===== src/fo_pkg.sv =====
// Purpose: Shared constants and types for the audio source failover controller.
// Assumes: Levels and thresholds are signed tenths of a dBFS; delays are tenths of a second.
// Notes: Register offsets are byte addresses on a 32-bit APB bus.
`default_nettype none
package fo_pkg;
  // Number formats.
  localparam int LVL_W = 13;
  localparam int DLY_W = 12;
  // Clock and delay resolution.
  localparam longint CLK_PERIOD_NS = 50;
  localparam longint TICK_NS = 100_000_000;
  localparam int TICK_CYC = int'((TICK_NS + CLK_PERIOD_NS - 1) / CLK_PERIOD_NS);
  // Legal ranges and reset values, delays in 0.1 s, thresholds in 0.1 dBFS.
  localparam logic signed [LVL_W-1:0] DLY_MIN = 13'sh0001;
  localparam logic signed [LVL_W-1:0] DLY_MAX = 13'sh0BB8;
  localparam logic signed [LVL_W-1:0] DLY_RST = 13'sh0BB8;
  localparam logic signed [LVL_W-1:0] THR_MIN = -13'sh0258;
  localparam logic signed [LVL_W-1:0] THR_MAX = -13'sh0001;
  localparam logic signed [LVL_W-1:0] THR_RST = -13'sh0258;
  // Register offsets.
  localparam logic [7:0] OFS_CTRL = 8'h00;
  localparam logic [7:0] OFS_STAT = 8'h04;
  localparam logic [7:0] OFS_PEND = 8'h08;
  localparam logic [7:0] OFS_CMT = 8'h18;
  localparam logic [7:0] OFS_ACT = 8'h20;
  // Parameter slots, same order for pending and active copies.
  localparam int P_CDLY = 0;
  localparam int P_RDLY = 1;
  localparam int P_CTHR = 2;
  localparam int P_RTHR = 3;
  // Field positions.
  localparam int CTRL_AUTO_BIT = 0;
  localparam int CTRL_MAN_BIT = 1;
  localparam int CMT_OK_BIT = 0;
  localparam int CMT_CAN_BIT = 1;
  localparam int ST_BKP_BIT = 0;
  localparam int ST_CRUN_BIT = 1;
  localparam int ST_RRUN_BIT = 2;
  localparam int ST_REJ_BIT = 3;
  // Control reset: automatic mode, manual choice on main.
  localparam logic CTRL_AUTO_RST = 1'b1;
  localparam logic CTRL_MAN_RST = 1'b0;
  // Active source, one-hot.
  typedef enum logic [1:0] {
    FO_MAIN = 2'b01,
    FO_BKUP = 2'b10
  } fo_src_t;
endpackage : fo_pkg
`default_nettype wire


===== src/fo_dly_tmr.sv =====
// Purpose: Delay timer counting 0.1 s ticks while its condition holds.
// Assumes: dly is at least one tick.
// Notes: Dropping run clears the prescaler too, so each restart begins at zero.
`timescale 1ns/1ns
`default_nettype none
module fo_dly_tmr import fo_pkg::*; #(
  parameter int TICKS = TICK_CYC,
  parameter int CW = DLY_W
) (
  input wire logic mclk,
  input wire logic srst,
  input wire logic run,
  input wire logic [CW-1:0] dly,
  output logic done
);
  localparam int PW = $clog2(TICKS + 1);
  localparam logic [PW-1:0] PRE_LAST = PW'(TICKS - 1);

  typedef struct packed {
    logic [PW-1:0] presc;
    logic [CW-1:0] cnt;
  } fo_tmr_t;

  fo_tmr_t st_r;
  fo_tmr_t st_nxt;

  // Count ticks while the condition holds; any break restarts from zero.
  always_comb begin
    st_nxt = st_r;
    if (!run) begin
      st_nxt = '0;
    end else if (st_r.presc == PRE_LAST) begin
      st_nxt.presc = '0;
      if (st_r.cnt != '1) begin
        st_nxt.cnt = st_r.cnt + 1'b1;
      end
    end else begin
      st_nxt.presc = st_r.presc + 1'b1;
    end
  end

  always_ff @(posedge mclk) begin
    if (srst) begin
      st_r <= '0;
    end else begin
      st_r <= st_nxt;
    end
  end

  // Done only after the full delay has been counted without a break.
  assign done = run && (st_r.cnt >= dly);

  restart_zero_a: assert property (@(posedge mclk) disable iff (srst)
    !run |=> (st_r.cnt == '0) && (st_r.presc == '0))
    else $error("timer did not restart from zero");
  done_full_a: assert property (@(posedge mclk) disable iff (srst)
    done |-> $past(run) && (st_r.cnt >= dly))
    else $error("timer done before delay elapsed");
endmodule : fo_dly_tmr
`default_nettype wire


===== src/fo_param.sv =====
// Purpose: One committed setting, loaded from its pending copy on confirm.
// Assumes: lo is not above hi.
// Notes: A value outside lo..hi is refused and the stored value is kept.
`timescale 1ns/1ns
`default_nettype none
module fo_param import fo_pkg::*; #(
  parameter logic signed [LVL_W-1:0] RST_VAL = '0
) (
  input wire logic mclk,
  input wire logic srst,
  input wire logic commit,
  input wire logic signed [LVL_W-1:0] pend,
  input wire logic signed [LVL_W-1:0] lo,
  input wire logic signed [LVL_W-1:0] hi,
  output logic signed [LVL_W-1:0] val,
  output logic ok
);
  typedef struct packed {
    logic signed [LVL_W-1:0] val;
  } fo_prm_t;

  fo_prm_t st_r;
  fo_prm_t st_nxt;

  // Range check is live so the owner can report a refused edit.
  assign ok = (pend >= lo) && (pend <= hi);

  // Stored value changes only on a confirmed, in-range edit.
  always_comb begin
    st_nxt = st_r;
    if (commit && ok) begin
      st_nxt.val = pend;
    end
  end

  always_ff @(posedge mclk) begin
    if (srst) begin
      st_r <= RST_VAL;
    end else begin
      st_r <= st_nxt;
    end
  end

  assign val = st_r.val;

  hold_no_cmt_a: assert property (@(posedge mclk) disable iff (srst)
    !commit |=> $stable(val))
    else $error("setting changed without confirm");
  in_range_a: assert property (@(posedge mclk) disable iff (srst)
    (commit && !ok) |=> (val == $past(val)))
    else $error("refused value was stored");
endmodule : fo_param
`default_nettype wire


===== src/fo_failover.sv =====
// Purpose: Automatic main/backup audio source failover with APB setup registers.
// Assumes: MAIN_LEVEL is the measured main peak in signed 0.1 dBFS, synchronous to MCLK.
// Notes: APB answers with no wait states; settings apply only when confirmed.
// Functional notes
// The main input counts as failed only while its level is below the changeover threshold.
// The switch to backup waits the changeover delay after the level drops below threshold.
// Only a dip lasting through the whole changeover delay causes a transfer.
// On backup, main returns once its level stays above the return threshold for the delay.
// Both delays are settable from 0.1 s to 300 s in steps of 0.1 s.
// Both delays reset to 300 s.
// Both thresholds are settable from -60.0 to -0.1 dBFS in steps of 0.1 dBFS.
// Both thresholds reset to -60.0 dBFS.
// A return threshold below the changeover threshold is refused.
// Thresholds and delays steer selection only in automatic mode.
// Manual mode keeps the operator's choice and never switches on its own.
// An edit applies only on confirm, and cancel restores the stored value.
// A level crossing back before the delay ends cancels the timer, which restarts at zero.
//
// Implementation choices: the APB interface to the registers and the address map.
`timescale 1ns/1ns
`default_nettype none
module fo_failover import fo_pkg::*; #(
  parameter int TICK_CYCLES = TICK_CYC
) (
  input wire logic MCLK,
  input wire logic SRST,
  input wire logic PSEL,
  input wire logic PENABLE,
  input wire logic PWRITE,
  input wire logic [7:0] PADDR,
  input wire logic [31:0] PWDATA,
  output logic [31:0] PRDATA,
  output logic PREADY,
  output logic PSLVERR,
  input wire logic signed [LVL_W-1:0] MAIN_LEVEL,
  output logic SRC_BACKUP
);
  typedef struct packed {
    logic pready;
    logic pslverr;
    logic [31:0] prdata;
    logic auto_mode;
    logic man_bkp;
    fo_src_t src;
    logic rej;
    logic [3:0][LVL_W-1:0] pend;
  } fo_top_t;

  fo_top_t st_r;
  fo_top_t st_nxt;

  logic [3:0][LVL_W-1:0] act;
  logic [3:0] ok;
  logic signed [LVL_W-1:0] lo [4];
  logic signed [LVL_W-1:0] hi [4];
  logic setup;
  logic acc;
  logic wr;
  logic commit;
  logic cancel;
  logic chg_run;
  logic ret_run;
  logic chg_done;
  logic ret_done;
  logic signed [LVL_W-1:0] new_cthr;

  // APB phases; a write lands only in the access cycle, which is always ready.
  assign setup = PSEL && !PENABLE;
  assign acc = PSEL && PENABLE && st_r.pready;
  assign wr = acc && PWRITE;
  assign commit = wr && (PADDR == OFS_CMT) && PWDATA[CMT_OK_BIT];
  assign cancel = wr && (PADDR == OFS_CMT) && PWDATA[CMT_CAN_BIT] && !PWDATA[CMT_OK_BIT];

  // The return floor follows the changeover threshold that this commit leaves in force.
  assign new_cthr = ok[P_CTHR] ? $signed(st_r.pend[P_CTHR]) : $signed(act[P_CTHR]);

  // Limits per slot; the return floor is what makes a low return threshold bounce.
  always_comb begin
    lo[P_CDLY] = DLY_MIN;
    hi[P_CDLY] = DLY_MAX;
    lo[P_RDLY] = DLY_MIN;
    hi[P_RDLY] = DLY_MAX;
    lo[P_CTHR] = THR_MIN;
    hi[P_CTHR] = THR_MAX;
    lo[P_RTHR] = (new_cthr > THR_MIN) ? new_cthr : THR_MIN;
    hi[P_RTHR] = THR_MAX;
  end

  // One stored setting per slot, each with its own reset value.
  genvar gi;
  generate
    for (gi = 0; gi < 4; gi++) begin : g_prm
      localparam logic signed [LVL_W-1:0] RV = (gi < 2) ? DLY_RST : THR_RST;
      fo_param #(
        .RST_VAL(RV) // see
      ) u_prm (
        .mclk(MCLK),
        .srst(SRST),
        .commit(commit),
        .pend(st_r.pend[gi]),
        .lo(lo[gi]),
        .hi(hi[gi]),
        .val(act[gi]),
        .ok(ok[gi])
      );
    end
  endgenerate

  // Timers run only in automatic mode and only while their crossing lasts.
  assign chg_run = st_r.auto_mode && (st_r.src == FO_MAIN) &&
                   ($signed(MAIN_LEVEL) < $signed(act[P_CTHR])); // see
  assign ret_run = st_r.auto_mode && (st_r.src == FO_BKUP) &&
                   ($signed(MAIN_LEVEL) > $signed(act[P_RTHR])); // see

  fo_dly_tmr #(
    .TICKS(TICK_CYCLES),
    .CW(DLY_W)
  ) u_chg_tmr (
    .mclk(MCLK),
    .srst(SRST),
    .run(chg_run),
    .dly(act[P_CDLY][DLY_W-1:0]),
    .done(chg_done)
  );

  fo_dly_tmr #(
    .TICKS(TICK_CYCLES),
    .CW(DLY_W)
  ) u_ret_tmr (
    .mclk(MCLK),
    .srst(SRST),
    .run(ret_run),
    .dly(act[P_RDLY][DLY_W-1:0]),
    .done(ret_done)
  );

  // Bus decode, settings edits and the source state machine.
  always_comb begin
    logic [31:0] rd;
    logic hit;
    rd = '0;
    hit = 1'b1;
    st_nxt = st_r;
    unique case (PADDR)
      OFS_CTRL: begin
        rd[CTRL_AUTO_BIT] = st_r.auto_mode;
        rd[CTRL_MAN_BIT] = st_r.man_bkp;
      end
      OFS_STAT: begin
        rd[ST_BKP_BIT] = (st_r.src == FO_BKUP);
        rd[ST_CRUN_BIT] = chg_run;
        rd[ST_RRUN_BIT] = ret_run;
        rd[ST_REJ_BIT] = st_r.rej;
        hit = !PWRITE;
      end
      OFS_PEND, OFS_PEND + 8'h04, OFS_PEND + 8'h08, OFS_PEND + 8'h0C: begin
        rd = 32'(signed'(st_r.pend[PADDR[3:2] - 2'h2]));
      end
      OFS_CMT: begin
        rd = '0;
      end
      OFS_ACT, OFS_ACT + 8'h04, OFS_ACT + 8'h08, OFS_ACT + 8'h0C: begin
        rd = 32'(signed'(act[PADDR[3:2]]));
        hit = !PWRITE;
      end
      default: begin
        hit = 1'b0;
      end
    endcase
    // Answer is prepared in setup so the access cycle is ready at once.
    st_nxt.pready = setup;
    st_nxt.pslverr = setup && !hit;
    if (setup && !PWRITE) begin
      st_nxt.prdata = hit ? rd : '0;
    end
    if (wr && st_r.pslverr == 1'b0) begin
      if (PADDR == OFS_CTRL) begin
        st_nxt.auto_mode = PWDATA[CTRL_AUTO_BIT];
        st_nxt.man_bkp = PWDATA[CTRL_MAN_BIT];
      end
      for (int i = 0; i < 4; i++) begin
        if (PADDR == OFS_PEND + 8'(4 * i)) begin
          st_nxt.pend[i] = PWDATA[LVL_W-1:0];
        end
      end
    end
    // Confirm leaves the pending copies equal to what now stands; cancel drops the edit.
    if (commit) begin
      for (int i = 0; i < 4; i++) begin
        st_nxt.pend[i] = ok[i] ? st_r.pend[i] : act[i];
      end
      st_nxt.rej = !(&ok);
    end else if (cancel) begin
      st_nxt.pend = act;
    end
    // Manual mode follows the operator; automatic moves only on an expired timer.
    if (!st_r.auto_mode) begin
      st_nxt.src = st_r.man_bkp ? FO_BKUP : FO_MAIN;
    end else begin
      unique case (st_r.src)
        FO_MAIN: begin
          if (chg_done) begin
            st_nxt.src = FO_BKUP; // see
          end
        end
        FO_BKUP: begin
          if (ret_done) begin
            st_nxt.src = FO_MAIN;
          end
        end
        // An illegal code falls back to main rather than leaving the output lost.
        default: begin
          st_nxt.src = FO_MAIN;
        end
      endcase
    end
  end

  // Everything resets to automatic mode on main with factory settings pending.
  always_ff @(posedge MCLK) begin
    if (SRST) begin
      st_r <= '0;
      st_r.auto_mode <= CTRL_AUTO_RST;
      st_r.man_bkp <= CTRL_MAN_RST;
      st_r.src <= FO_MAIN;
      st_r.pend <= {THR_RST, THR_RST, DLY_RST, DLY_RST};
    end else begin
      st_r <= st_nxt;
    end
  end

  // Outputs come straight from the state flops.
  assign PRDATA = st_r.prdata;
  assign PREADY = st_r.pready;
  assign PSLVERR = st_r.pslverr;
  assign SRC_BACKUP = st_r.src[1];

  // Source selection moves only as the timers and the mode allow.
  no_fail_above_a: assert property (@(posedge MCLK) disable iff (SRST)
    (st_r.auto_mode && st_r.src == FO_MAIN && $signed(MAIN_LEVEL) >= $signed(act[P_CTHR]))
    |=> st_r.src == FO_MAIN)
    else $error("switched to backup with main above threshold");
  chg_after_dly_a: assert property (@(posedge MCLK) disable iff (SRST)
    ($past(st_r.auto_mode) && $rose(st_r.src == FO_BKUP)) |-> $past(chg_done))
    else $error("backup selected before changeover delay");
  short_dip_a: assert property (@(posedge MCLK) disable iff (SRST)
    (st_r.auto_mode && st_r.src == FO_MAIN && !chg_run) ##1 st_r.auto_mode
    |-> st_r.src == FO_MAIN)
    else $error("transfer without a sustained dip");
  ret_after_dly_a: assert property (@(posedge MCLK) disable iff (SRST)
    ($past(st_r.auto_mode) && $fell(st_r.src == FO_BKUP)) |-> $past(ret_done))
    else $error("main restored before return delay");

  // Stored settings stay inside their legal ranges at all times.
  dly_range_a: assert property (@(posedge MCLK) disable iff (SRST)
    $signed(act[P_CDLY]) >= DLY_MIN && $signed(act[P_CDLY]) <= DLY_MAX &&
    $signed(act[P_RDLY]) >= DLY_MIN && $signed(act[P_RDLY]) <= DLY_MAX)
    else $error("delay out of range");
  // Checked at the first edge after release; before the first reset edge the flops are unknown.
  reset_dflt_a: assert property (@(posedge MCLK)
    $fell(SRST) |-> act[P_CDLY] == DLY_RST && act[P_RDLY] == DLY_RST)
    else $error("delays not at default after reset");
  reset_thr_a: assert property (@(posedge MCLK)
    $fell(SRST) |-> act[P_CTHR] == THR_RST && act[P_RTHR] == THR_RST)
    else $error("thresholds not at default after reset");
  thr_range_a: assert property (@(posedge MCLK) disable iff (SRST)
    $signed(act[P_CTHR]) >= THR_MIN && $signed(act[P_CTHR]) <= THR_MAX)
    else $error("changeover threshold out of range");
  // A later raise of the changeover threshold may leave the stored return level below it.
  ret_order_a: assert property (@(posedge MCLK) disable iff (SRST)
    $changed(act[P_RTHR]) |-> $signed(act[P_RTHR]) >= $signed(act[P_CTHR]))
    else $error("return threshold stored below changeover threshold");

  // Mode decides whether the timers may act at all.
  manual_idle_a: assert property (@(posedge MCLK) disable iff (SRST)
    !st_r.auto_mode |-> !chg_run && !ret_run)
    else $error("timer running in manual mode");
  manual_src_a: assert property (@(posedge MCLK) disable iff (SRST)
    !st_r.auto_mode |=> SRC_BACKUP == $past(st_r.man_bkp))
    else $error("manual selection not followed");
  cancel_keep_a: assert property (@(posedge MCLK) disable iff (SRST)
    cancel |=> $stable(act) && st_r.pend == act)
    else $error("cancel did not restore stored values");
  auto_only_a: assert property (@(posedge MCLK) disable iff (SRST)
    (chg_done || ret_done) |-> st_r.auto_mode)
    else $error("timer expired outside automatic mode");

  // A confirm leaves the pending copies equal to the stored values and reports refusals.
  commit_reload_a: assert property (@(posedge MCLK) disable iff (SRST)
    commit |=> st_r.pend == act)
    else $error("pending copies differ from stored values after confirm");
  rej_flag_a: assert property (@(posedge MCLK) disable iff (SRST)
    (commit && !ok[P_RTHR]) |=> st_r.rej)
    else $error("refused return threshold not reported");
  rej_clear_a: assert property (@(posedge MCLK) disable iff (SRST)
    (commit && (&ok)) |=> !st_r.rej)
    else $error("refusal flag left set after a clean confirm");

  // The bus answers in the cycle after setup and at no other time.
  ready_after_setup_a: assert property (@(posedge MCLK) disable iff (SRST)
    (PSEL && !PENABLE) |=> PREADY)
    else $error("no ready in the access cycle");
  ready_only_access_a: assert property (@(posedge MCLK) disable iff (SRST)
    !(PSEL && !PENABLE) |=> !PREADY)
    else $error("ready outside an access cycle");
  err_with_ready_a: assert property (@(posedge MCLK) disable iff (SRST)
    PSLVERR |-> PREADY)
    else $error("error flag without ready");
endmodule : fo_failover
`default_nettype wire


===== config.mk =====
export PLATFORM = sky130hd
export DESIGN_NAME = fo_failover
export DESIGN_NICKNAME = d
export VERILOG_FILES = /design/src/fo_pkg.sv /design/src/fo_dly_tmr.sv /design/src/fo_param.sv /design/src/fo_failover.sv
export SDC_FILE = /design/constraint.sdc
export NUM_CORES = 1
export LEC_CHECK = 0
export ABC_AREA = 0
export ABC_CLOCK_PERIOD_IN_PS = 5200
export BUFFER_PORTS_ARGS = -buffer_cell sky130_fd_sc_hd__buf_2
export CORE_ASPECT_RATIO = 0.6
export CORE_MARGIN = 2
export CORE_UTILIZATION = 45
export CTS_CLUSTER_DIAMETER = 60
export DETAILED_ROUTE_END_ITERATION = 12
export MAX_ROUTING_LAYER = met4
export RECOVER_POWER = 50
export SLEW_MARGIN = 20
export SYNTH_ARGS = -nofsm -noshare
export SYNTH_HDL_FRONTEND = slang
export SYNTH_HIERARCHICAL = 1
export SYNTH_SLANG_ARGS = --single-unit
export TNS_END_PERCENT = 30

===== constraint.sdc =====
create_clock -name MCLK -period 5.2 [get_ports MCLK]
set_input_delay 0.26 -clock MCLK [delete_from_list [all_inputs] [get_ports MCLK]]
set_output_delay 0.26 -clock MCLK [all_outputs]
set_load 0.01 [all_outputs]

### Word-level counts from Yosys, hierarchy flattened

Cells that the tools add are included.

| operators by class | value |
|---|---|
| add/sub/neg operators | 5 |
| order comparisons | 15 |
| equality and inequality tests | 21 |
| muxes and demuxes | 26 |
| bitwise logic cells | 3 |
| reductions and logical operators | 53 |

Operators by type and width:

| kind | number |
|---|---|
| 52-bit 2-to-1 mux | 3 |
| 13-bit 2-to-1 mux | 11 |
| 28-bit case mux with 2 select lines | 1 |
| 13-bit binary-select mux with 2-bit select | 2 |
| 21-bit by 1-bit adder with 21-bit output (second input constant) | 2 |
| 21-bit equality test (second input constant) | 2 |
| 8-bit by 6-bit equality test with 1-bit output (second input constant) | 4 |
| 32-bit 2-to-1 mux | 1 |
| 13-bit by 2-bit >= comparator with 1-bit output (second input constant) | 2 |
| 13-bit by 1-bit less-or-equal comparator with 1-bit output (second input constant) | 2 |
| 13-bit less-or-equal comparator (second input constant) | 2 |
| 1-bit logical AND | 25 |
| 12-bit by 1-bit adder with 12-bit output (second input constant) | 2 |
| 8-bit by 5-bit equality test with 1-bit output (second input constant) | 3 |
| 12-bit >= comparator | 2 |
| 12-bit != test (second input constant) | 2 |
| 8-bit by 4-bit equality test with 1-bit output (second input constant) | 2 |
| 3-bit nonzero test | 5 |
| 13-bit by 11-bit >= comparator with 1-bit output (second input constant) | 1 |
| 13-bit >= comparator | 1 |
| 13-bit by 11-bit greater-than comparator with 1-bit output (second input constant) | 1 |
| 13-bit greater-than comparator | 1 |
| 13-bit less-than comparator | 1 |
| 2-bit AND reduction | 5 |
| other kinds (22) | 40 |

| storage, ports and cells | value |
|---|---|
| bits in registers | 209 |
| bits of input ports | 58 |
| output and inout bits | 35 |
| logic and storage cells | 142 |

### Depth between registers and ports, before layout

Gate-level depths: netlist of run 1.

| logic depth | value |
|---|---|
| word-level depth | 9 |
| depth in mapped cells | 28 |
| depth with buffers taken out | 25 |

### Cells and area by module

The synthesis of run 1 kept the hierarchy.

Modules (own cells, without submodules):

| module | times used | cells an instance | area each (um^2) | sequential area each (um^2) |
|---|---|---|---|---|
| fo_failover | 1 | 621 | 5298.8 | 1441.4 |
| fo_param | 4 | 151 | 1232.4 | 260.2 |
| fo_dly_tmr | 2 | 219 | 1864.3 | 660.6 |

### Worst setup path before layout of run 1

Ideal clock, no wire load.

| timing | value |
|---|---|
| path type | reg2reg |
| start point | register, netlist name st_r[29] |
| end point | register, netlist name st_r[44] |
| setup time | 0.125 ns |
| arrival | 4.905 ns |
| required time | 5.075 ns |
| path slack | 0.171 ns |
| cell stages (with the launch flop) | 25 |
| path buffers | 3 |
| period minus slack after synthesis | 5.029 ns |
| cell sequence | dfxtp_1 ha_1 and3_1 o21ai_0 nand2_1 a221o_1 mux2i_1 nor2_1 clkbuf_1 clkbuf_1 mux2i_1 o21ai_0 a21oi_1 or2_2 inv_1 ha_1 a21oi_1 o21ai_0 a221oi_2 mux2i_1 nor2_1 a22o_1 buf_4 a2111oi_2 nor2_1 |

==> parameters.txt, run 1 <==
Parameter                              Value

Synthesis
  FF+latch count, synth ... 190
  Sequential-to-total area share from yosys stat ... 0.273
  Async set-or-reset flop fraction in the synthesized netlist ... 0
  Avg Inst Size Synth ... 8.39 sq um
  Synth Warn # ... 6
  Largest family of logic cells by synthesized area ... simple AND/OR/NAND/NOR gates
  Adder-cell share of the synthesized area ... 0.141
  Compound-cell area share of the yosys netlist ... 0.154
  Simple-Gate Fraction of Synth Area ... 0.223
  Ys flop type ... dfxtp_1
  Synthesized netlist cell count ... 1663
  Area of the mapped netlist ... 0.0140 sq mm
  Number of enable flip-flop cells after synthesis ... 0
  Post-synth cell types ... 75
  Share of the synthesized netlist area taken by xor and xnor gates ... 0.0257
  Multiplexer fraction of the synthesized cell area ... 0.0936

CTS
  Clock latency of the later-clocked register in the worst-skew pair ... 460 ps
  Clock tree buffer depth ... 2
  Clock tree from TritonCTS ... done
  Cts bufs inserted ... 17
  TritonCTS Sinks ... 190
  Root buffer selected by CTS ... clkbuf_16
  Clock transition at the register clock pins on the worst setup and hold paths after CTS ... 80 ps
  H-Tree Level Count ... 4

Die
  Die outline height ... 140 um
  Effective utilization at floorplan ... 0.462
  I/O pin cnt ... 93
  Die Span X ... 231 um
  Core Region ... 0.0302 sq mm
  Die area ... 0.0325 sq mm
  Count of standard-cell rows ... 49

Pwr
  Total power per unit cell area ... 205 mW/mm^2
  Leak pwr ... 6.54 nW
  Net Switching ... 827 uW
  Internal ... 2.40 mW
  Fraction of power consumed by the clock network ... 0.435
  Share of total power in combinational logic ... 0.111
  Sequential group share of total power ... 0.454
  Switching power as a share of total power ... 0.256
  Worst VDD drop ... 0.245 mV

Final layout
  Filler Cell Count ... 2891
  Post-Route Utilization ... 0.521
  Net total in the final layout ... 2012
  Final std cells w/o fill ... 2219
  Top library cells by usage in the layout, fill and taps aside ... nor2_1 (214), dfxtp_1 (182), inv_1 (175), ha_1 (150), nand2_1 (103)
  Leading cell type in the layout, fill and taps excluded ... nor2_1
  Layout cell share with drive strength beyond 1 ... 0.127
  Area added between synthesis and finish ... 12.9%

Route
  Total via count after detailed routing ... 12400
  DRT iter0 DRCs ... 1276
  WL final ... 42500 um
  Length of the first detailed-routing pass in iterations ... 6
  Routed length per instance ... 19.1 um
  Detailed-route wire length on metal 1 ... 21300 um
  Vias per std cell ... 5.57
  Uppermost layer routed ... met4
  Routed length on met3 ... 5410 um
  Routed Antenna Nets ... 0
  Met2 wire len ... 15300 um
  Number of remaining DRC errors ... 0

Setup path
  Arrival time at the worst endpoint ... 5450 ps
  Startpoint types ... flip-flop
  Worst-path maximum fanout ... 15
  Family with the most delay on the worst path ... compound AO/OA/AOI/OAI gates
  Required time worst endpoint ... 5510 ps
  Count of buffer and inverter cells on the critical path ... 5
  Biggest cell delay along the critical path ... 340 ps
  Slowest CP cell ... dfxtp_2
  Cell Chain, Critical Path ... ha_1 -> nand2_2 -> nor2_1 -> a211oi_1 -> o221ai_1 -> mux2i_2 -> nor2_2 -> buf_6 -> buf_12 -> o31a_1 -> buf_4 -> a21oi_1 -> inv_1 -> ha_1 -> nand4_1 -> nor3_2 -> and2_1 -> a221oi_2 -> mux2i_2 -> nor2_4 -> a22o_4 -> buf_4 -> a221oi_1 -> nor3_1
  Category of the critical setup timing path ... flip-flop to flip-flop
  Setup crit end kind ... flip-flop

STA
  Accumulated negative setup slack ... 0 ps
  Worst max-slew margin expressed relative to the limit ... -0.478
  Tcrit/Tclk final ... 0.988
  Min cycle time layout ... 5140 ps
  Final setup violation count ... 0
  Final count of pins violating max slew ... 48
  Number of failing hold endpoints at the final stage ... 0
  Highest clock rate ... 195 MHz
  Pin slew with the least headroom to its limit ... 2220 ps
  Skew final ... 12.9 ps

Placed design
  Number of input and output port buffers inserted ... 73
  Half-perimeter wire length after detailed placement ... 33300 um
  Number of placed instances with taps included ... 2180
  Weighted congestion reported at the end of routability-driven placement ... 0.959

GRT
  First-pass GRT wire length ... 65100 um
  Largest net degree at the start of global routing ... 82
  GRT overflow ... 0
  Antenna violations before repair ... 2
  GRT Overall Usage ... 0.270
  Via count of the first global-routing pass ... 11100

Hold path
  Hold crit path type ... input port to flip-flop

Run
  Maxcap violations ... 2

Status
  Failing checks ... capacitance limit, slew limit
  Result of the run ... finished with violations
-- stage by stage --
step	setup WS, ps	instance area [sq um]	hold WS (ps)	total power, mW
6_report	61.3	15800	115	3.22
5_1_grt	-77.2	15800	146	3.34
4_1_cts	10.6	15600	117	3.21
3_5_place_dp	-178	14900	463	1.82
3_3_place_gp	-52.7	14900	458	1.82
2_1_floorplan	171	14300	412	1.73
-- worst min-delay path: stages --
cell and delay, ps:
buf_2 130, a2111oi_1 80, nor2_1 70
-- final timing paths --
check | start | to | slack, ps | cells past startpoint
max | st_r[33] | st_r[39] | 60 | 24
min | PWDATA[12] | st_r[51] | 110 | 3
max reg2reg | st_r[33] | st_r[39] | 60 | 24
min reg2reg | u_ret_tmr/st_r[12] | u_ret_tmr/st_r[12] | 480 | 1
-- repair_timing --
action	in CTS	in global routing
pin swaps	0	21
hold buffers	0	0
resized for setup	4	52
setup buffers	1	4
endpoints found under the setup margin	10	19
cloned	0	1
-- Yosys cell counts, drive strengths merged (14+ instances only) --
cell type,count,area share
nor2,219,0.061
dfxtp,190,0.27
inv,175,0.047
ha,157,0.14
nand2,104,0.028
a21oi,88,0.032
mux2i,72,0.052
buf,64,0.034
o21ai,59,0.022
nand2b,58,0.026
nor3,55,0.023
clkbuf,35,0.0094
nand3,32,0.011
nand4,31,0.014
xnor2,29,0.018
mux4,26,0.042
a2111oi,20,0.017
a211oi,18,0.0097
a21o,18,0.010
a221oi,17,0.012
and2,16,0.0072
and3,14,0.0063
-- registers in the layout, summed over array words and instances, names as in the netlist --
| register | count |
|---|---|
| PRDATA | 13 |
| PREADY | 1 |
| PSLVERR | 1 |
| SRC_BACKUP | 1 |
| g_prm.u_prm/val | 52 |
| st_r | 56 |
| u_chg_tmr/st_r | 33 |
| u_ret_tmr/st_r | 33 |
-- metal layers --
layer,global-route usage,vias to the layer above
met3,0.104,43
met5,-,-
met1,0.403,5784
li1,-,6029
met4,0.0615,0
met2,0.327,512
-- cells by family after synthesis --
family / Yosys count
AO/OA/AOI/OAI: 303
XOR/XNOR: 41
adder cells (fa/ha/maj): 157
buffers and inverters: 274
flip-flops: 190
multiplexers: 98
other: 2
AND/OR/NAND/NOR: 598
-- final cells by class --
cell class                      instances  area (sq um)  share of cell area
Antenna cell                            1          2.50            0.000159
Clock buffer                           22           474              0.0301
Clock inverter                         10           136             0.00866
Inverter                              175           657              0.0417
Multi-Input combinational cell       1288          9410               0.598
Sequential cell                       190          3820               0.242
Tap cell                              408           510              0.0324
Timing Repair Buffer                  125           744              0.0473
-- power groups by stage --
stage / registers, mW / clock network, mW / logic (mW)
after floorplan: 1.50 / 0 / 0.237
after global routing: 1.46 / 1.47 / 0.402
after CTS: 1.46 / 1.42 / 0.332
after global placement: 1.50 / 0 / 0.322
after detailed placement: 1.50 / 0 / 0.326
final: 1.46 / 1.40 / 0.358
Power figures use the tool's default switching activity.
==> run 2, diff against run 1 <==
- CORE_UTILIZATION: 45 -> 50
- PLACE_DENSITY: unset -> 0.7
==> parameters.txt, run 2 (synthesis results as in run 1) <==
Parameter                              Value

CTS
  Root buffer selected by CTS ... clkbuf_16
  Clock tree from TritonCTS ... done
  Clock tree buffer depth ... 2
  Clock latency of the later-clocked register in the worst-skew pair ... 450 ps
  TritonCTS Sinks ... 190
  Cts bufs inserted ... 17
  H-Tree Level Count ... 4
  Post-CTS Hold Buffers ... 0
  Clock transition at the register clock pins on the worst setup and hold paths after CTS ... 80 ps

Pwr
  Leak pwr ... 6.49 nW
  Total power per unit cell area ... 200 mW/mm^2
  Fraction of power consumed by the clock network ... 0.417
  Worst VDD drop ... 0.208 mV
  Share of total power in combinational logic ... 0.114
  Net Switching ... 829 uW
  Sequential group share of total power ... 0.469
  Internal ... 2.29 mW
  Switching power as a share of total power ... 0.266

Die
  Die area ... 0.0293 sq mm
  I/O pin cnt ... 93
  Die Span X ... 220 um
  Count of standard-cell rows ... 47
  Core Region ... 0.0275 sq mm
  Die outline height ... 133 um
  Effective utilization at floorplan ... 0.507

STA
  Tcrit/Tclk final ... 0.986
  Min cycle time layout ... 5130 ps
  Skew final ... 11.7 ps
  Highest clock rate ... 195 MHz
  Number of failing hold endpoints at the final stage ... 0
  Worst max-slew margin expressed relative to the limit ... -0.610
  Final setup violation count ... 0
  Min Hold Slack ... 131 ps
  Final count of pins violating max slew ... 60
  Pin slew with the least headroom to its limit ... 2410 ps

GRT
  Via count of the first global-routing pass ... 11200
  Largest net degree at the start of global routing ... 98
  GRT overflow ... 0
  First-pass GRT wire length ... 62900 um
  Antenna violations before repair ... 1
  GRT Overall Usage ... 0.290

Final layout
  Filler Cell Count ... 2548
  Register ranked first by flip-flop count ... st_r
  Footprint of the multi-input gates ... 0.00940 sq mm
  Area added between synthesis and finish ... 11.8%
  Layout cell share with drive strength beyond 1 ... 0.127
  Post-Route Utilization ... 0.567
  Sequential cell area ... 0.00381 sq mm
  Leading cell type in the layout, fill and taps excluded ... nor2_1
  Top library cells by usage in the layout, fill and taps aside ... nor2_1 (215), dfxtp_1 (184), inv_1 (174), ha_1 (152), nand2_1 (102)
  Flip-flop count of the largest register after layout ... 56
  Net total in the final layout ... 2009

Placed design
  Weighted congestion reported at the end of routability-driven placement ... 1.05
  Half-perimeter wire length after detailed placement ... 32200 um
  Number of input and output port buffers inserted ... 73

Status
  Failing checks ... capacitance limit, slew limit
  Result of the run ... finished with violations

Setup path
  Required time worst endpoint ... 5530 ps
  Startpoint types ... flip-flop
  Arrival time at the worst endpoint ... 5460 ps
  Category of the critical setup timing path ... flip-flop to flip-flop
  Worst-path maximum fanout ... 11
  Setup crit end kind ... flip-flop

Route
  Number of remaining DRC errors ... 0
  Length of the first detailed-routing pass in iterations ... 6
  Vias per std cell ... 5.75
  DRT iter0 DRCs ... 1224
  Routed length per instance ... 18.9 um
  WL final ... 41200 um
  Routed Antenna Nets ... 0
  Total via count after detailed routing ... 12500

Run
  Maxcap violations ... 1

Hold path
  Hold crit path type ... input port to flip-flop
[run 2: cell types whose count changed in the layout (fill, tap and decap cells not counted), sizes merged]
cell	before	now
inv	175	179
buf	86	83
clkinvlp	3	2
clkbuf	61	59
bufinv	3	1
[run 2: layout make-up]
class                      count  share of cell area
timing repair buffer         122              0.0454
clock inverter                11             0.00690
antenna                        1            0.000160
clock buffer                  20              0.0293
sequential                   190               0.244
multi-input combinational   1288               0.602
tap                          367              0.0294
inverter                     175              0.0421
[run 2: final timing paths]
kind	start	endpoint	slack [ps]	cells after the start
max	st_r[35]	st_r[50]	70	26
min	PWDATA[12]	st_r[51]	130	3
max reg2reg	st_r[35]	st_r[50]	70	26
min reg2reg	u_ret_tmr/st_r[12]	u_ret_tmr/st_r[12]	480	1
[run 2: worst max-delay path, stage by stage (launching register included)]
cell       delay [ps]
dfxtp_1           370
ha_1              260
nand4_1           140
nor3_2             70
and2_1            160
a221oi_2          290
mux2i_2           310
nor2_2            100
buf_6             140
buf_8             140
buf_6             130
o31a_1            310
nor2_1            140
a21oi_2            90
buf_4             150
a21oi_1           200
ha_1              180
inv_1              50
a21oi_2           130
o21ai_1            80
a221oi_2          240
mux2i_1           330
nor2_2            140
a22o_4            320
buf_12            150
a2111oi_4         280
nor2_1             90
[run 2: repair_timing]
item,in CTS,in global routing
buffers inserted,1,2
pin swaps,0,19
gates resized for setup,4,56
setup endpoints to repair,12,19
[run 2: power groups by stage]
stage               clock, mW  sequential (mW)  combinational (mW)
finish                   1.30             1.46               0.355
global route             1.38             1.46               0.392
CTS                      1.32             1.46               0.328
detailed placement          0             1.50               0.323
global placement            0             1.50               0.315
floorplan                   0             1.50               0.237
[run 2: routing by layer]
layer	up-vias	global-route usage	routed length, um
li1	6022	-	-
met1	5884	0.420	19800
met2	517	0.372	15700
met3	71	0.114	5030
met4	0	0.0626	649
met5	-	-	0
[run 2: through the flow]
stage,power [mW],TNS [ps],area (sq um),cells,setup WS [ps]
after global routing,3.24,-414,15600,2174,-73.0
after global placement,1.81,-117,14900,2139,-29.1
after CTS,3.11,0,15400,2171,10.7
after detailed placement,1.82,-539,14900,2139,-104
final,3.12,0,15600,2174,74.8
after floorplan,1.73,0,14300,1752,171
==> run 3, diff against run 2 <==
- PLACE_DENSITY: 0.7 -> unset
- PLACE_DENSITY_LB_ADDON: unset -> 0.2
==> parameters.txt, run 3 (synthesis results as in run 1) <==
Parameter                              Value

Die
  Effective utilization at floorplan ... 0.507
  I/O pin cnt ... 93
  Count of standard-cell rows ... 47
  Core Region ... 0.0275 sq mm
  Die outline height ... 133 um
  Die Span X ... 220 um
  Die area ... 0.0293 sq mm

STA
  Final setup violation count ... 0
  Tcrit/Tclk final ... 0.954
  Min cycle time layout ... 4960 ps
  Pin slew with the least headroom to its limit ... 3620 ps
  Number of failing hold endpoints at the final stage ... 0
  Worst max-slew margin expressed relative to the limit ... -1.42
  Highest clock rate ... 202 MHz
  Accumulated negative setup slack ... 0 ps
  Setup slack of the critical path after layout ... 240 ps
  Final count of pins violating max slew ... 105
  Skew final ... 15.4 ps

Status
  Result of the run ... finished with violations
  Failing checks ... capacitance limit, slew limit

CTS
  Cts bufs inserted ... 17
  TritonCTS Sinks ... 190
  Clock tree from TritonCTS ... done
  Clock transition at the register clock pins on the worst setup and hold paths after CTS ... 80 ps
  Post-CTS Hold Buffers ... 0
  Clock tree buffer depth ... 2
  Root buffer selected by CTS ... clkbuf_16
  H-Tree Level Count ... 4
  Clock latency of the later-clocked register in the worst-skew pair ... 460 ps

Final layout
  Leading cell type in the layout, fill and taps excluded ... nor2_1
  Net total in the final layout ... 2005
  Diodes inserted ... 0
  Flip-flop count of the largest register after layout ... 56
  Register ranked first by flip-flop count ... st_r
  Final std cells w/o fill ... 2170
  Layout cell share with drive strength beyond 1 ... 0.118
  Top library cells by usage in the layout, fill and taps aside ... nor2_1 (216), dfxtp_1 (190), inv_1 (174), ha_1 (157), nand2_1 (103)
  Post-Route Utilization ... 0.564
  Area added between synthesis and finish ... 11.2%

Pwr
  Total power per unit cell area ... 208 mW/mm^2
  Total power ... 3.22 mW
  Worst VDD drop ... 0.175 mV
  Leak pwr ... 6.51 nW

Route
  Number of remaining DRC errors ... 0
  Uppermost layer routed ... met4
  Routed Antenna Nets ... 0
  Total via count after detailed routing ... 12400
  Detailed-route wire length on metal 1 ... 20000 um
  WL final ... 41000 um
  Routed length per instance ... 18.9 um
  Routed length on met3 ... 5240 um
  DRT iter0 DRCs ... 1331
  Length of the first detailed-routing pass in iterations ... 5
  Met2 wire len ... 15100 um
  Vias per std cell ... 5.73

GRT
  Largest net degree at the start of global routing ... 86
  Antenna violations before repair ... 0
  GRT overflow ... 0
  First-pass GRT wire length ... 63200 um
  Via count of the first global-routing pass ... 11000
  GRT Overall Usage ... 0.290

Placed design
  Pre-CTS setup slack ... -101 ps
  Weighted congestion reported at the end of routability-driven placement ... 0.985
  Half-perimeter wire length after detailed placement ... 31800 um
  Number of input and output port buffers inserted ... 73
  Number of placed instances with taps included ... 2134

Setup path
  Worst-path maximum fanout ... 8
  Arrival time at the worst endpoint ... 5300 ps
  Biggest cell delay along the critical path ... 340 ps
  Category of the critical setup timing path ... flip-flop to flip-flop
  Worst path most repeated cell ... nand2_1
  Required time worst endpoint ... 5540 ps
  Count of buffer and inverter cells on the critical path ... 2
  Family with the most delay on the worst path ... compound AO/OA/AOI/OAI gates
  Slowest CP cell ... dfxtp_1
  Startpoint types ... flip-flop
  Setup crit end kind ... flip-flop

Hold path
  Hold crit path type ... input port to flip-flop

Run
  Maxcap violations ... 3
## run 3: cell types whose count changed in the layout (fill, tap and decap cells not counted), moves of 5 or more
cell       before  now
ha_1          152  157
ha_4            5    0
dfxtp_1       184  190
a2111oi_2       2    9
dfxtp_2         5    0
## run 3: area by class of cell
cell class	instances	area, sq um
clock buffer	19	453
sequential	190	3800
clock inverter	13	160
tap	367	459
multi-input combinational	1288	9290
timing repair buffer	118	688
fill	2539	12000
inverter	175	657
## run 3: worst register-to-register path, delay by kind of cell (launching register included)
kind	cells	cell delay, ps
flip-flops	1	340
multiplexers	3	690
buffers and inverters	2	200
AND/OR/NAND/NOR	10	1290
adder cells (fa/ha/maj)	2	580
AO/OA/AOI/OAI	8	1750
## run 3: path summary, 6_finish.rpt
path | slack (ps) | end | depth (start not counted) | from
hold reg to reg | 480 | u_chg_tmr/st_r[12] | 1 | u_chg_tmr/st_r[12]
setup / recovery | 240 | st_r[47] | 25 | st_r[32]
hold / removal | 110 | st_r[51] | 3 | PWDATA[12]
setup reg to reg | 240 | st_r[47] | 25 | st_r[32]
## run 3: metrics by stage
stage / instance area (sq um) / hold WS (ps)
floorplan: 14300 / 412
global placement: 14800 / 457
detailed placement: 14800 / 461
CTS: 15500 / 110
global route: 15500 / 137
finish: 15500 / 113
## run 3: where the power goes
part | switching [mW] | leakage, nW | internal (mW) | total (mW)
clock | 0.627 | 0.300 | 0.784 | 1.41
sequential | 0.00465 | 1.53 | 1.46 | 1.46
combinational | 0.211 | 4.68 | 0.136 | 0.348
## run 3: repair_timing
action | 4_1_cts | 5_1_grt
pin swaps | 0 | 10
setup buffers | 0 | 4
endpoints found under the setup margin | 11 | 27
resized for setup | 4 | 21
## run 3: routing by layer
layer  track usage  vias to the layer above
met1         0.449                     5787
met4        0.0667                        0
met2         0.355                      579
li1              -                     6012
met5             -                        -
met3        0.0884                       57
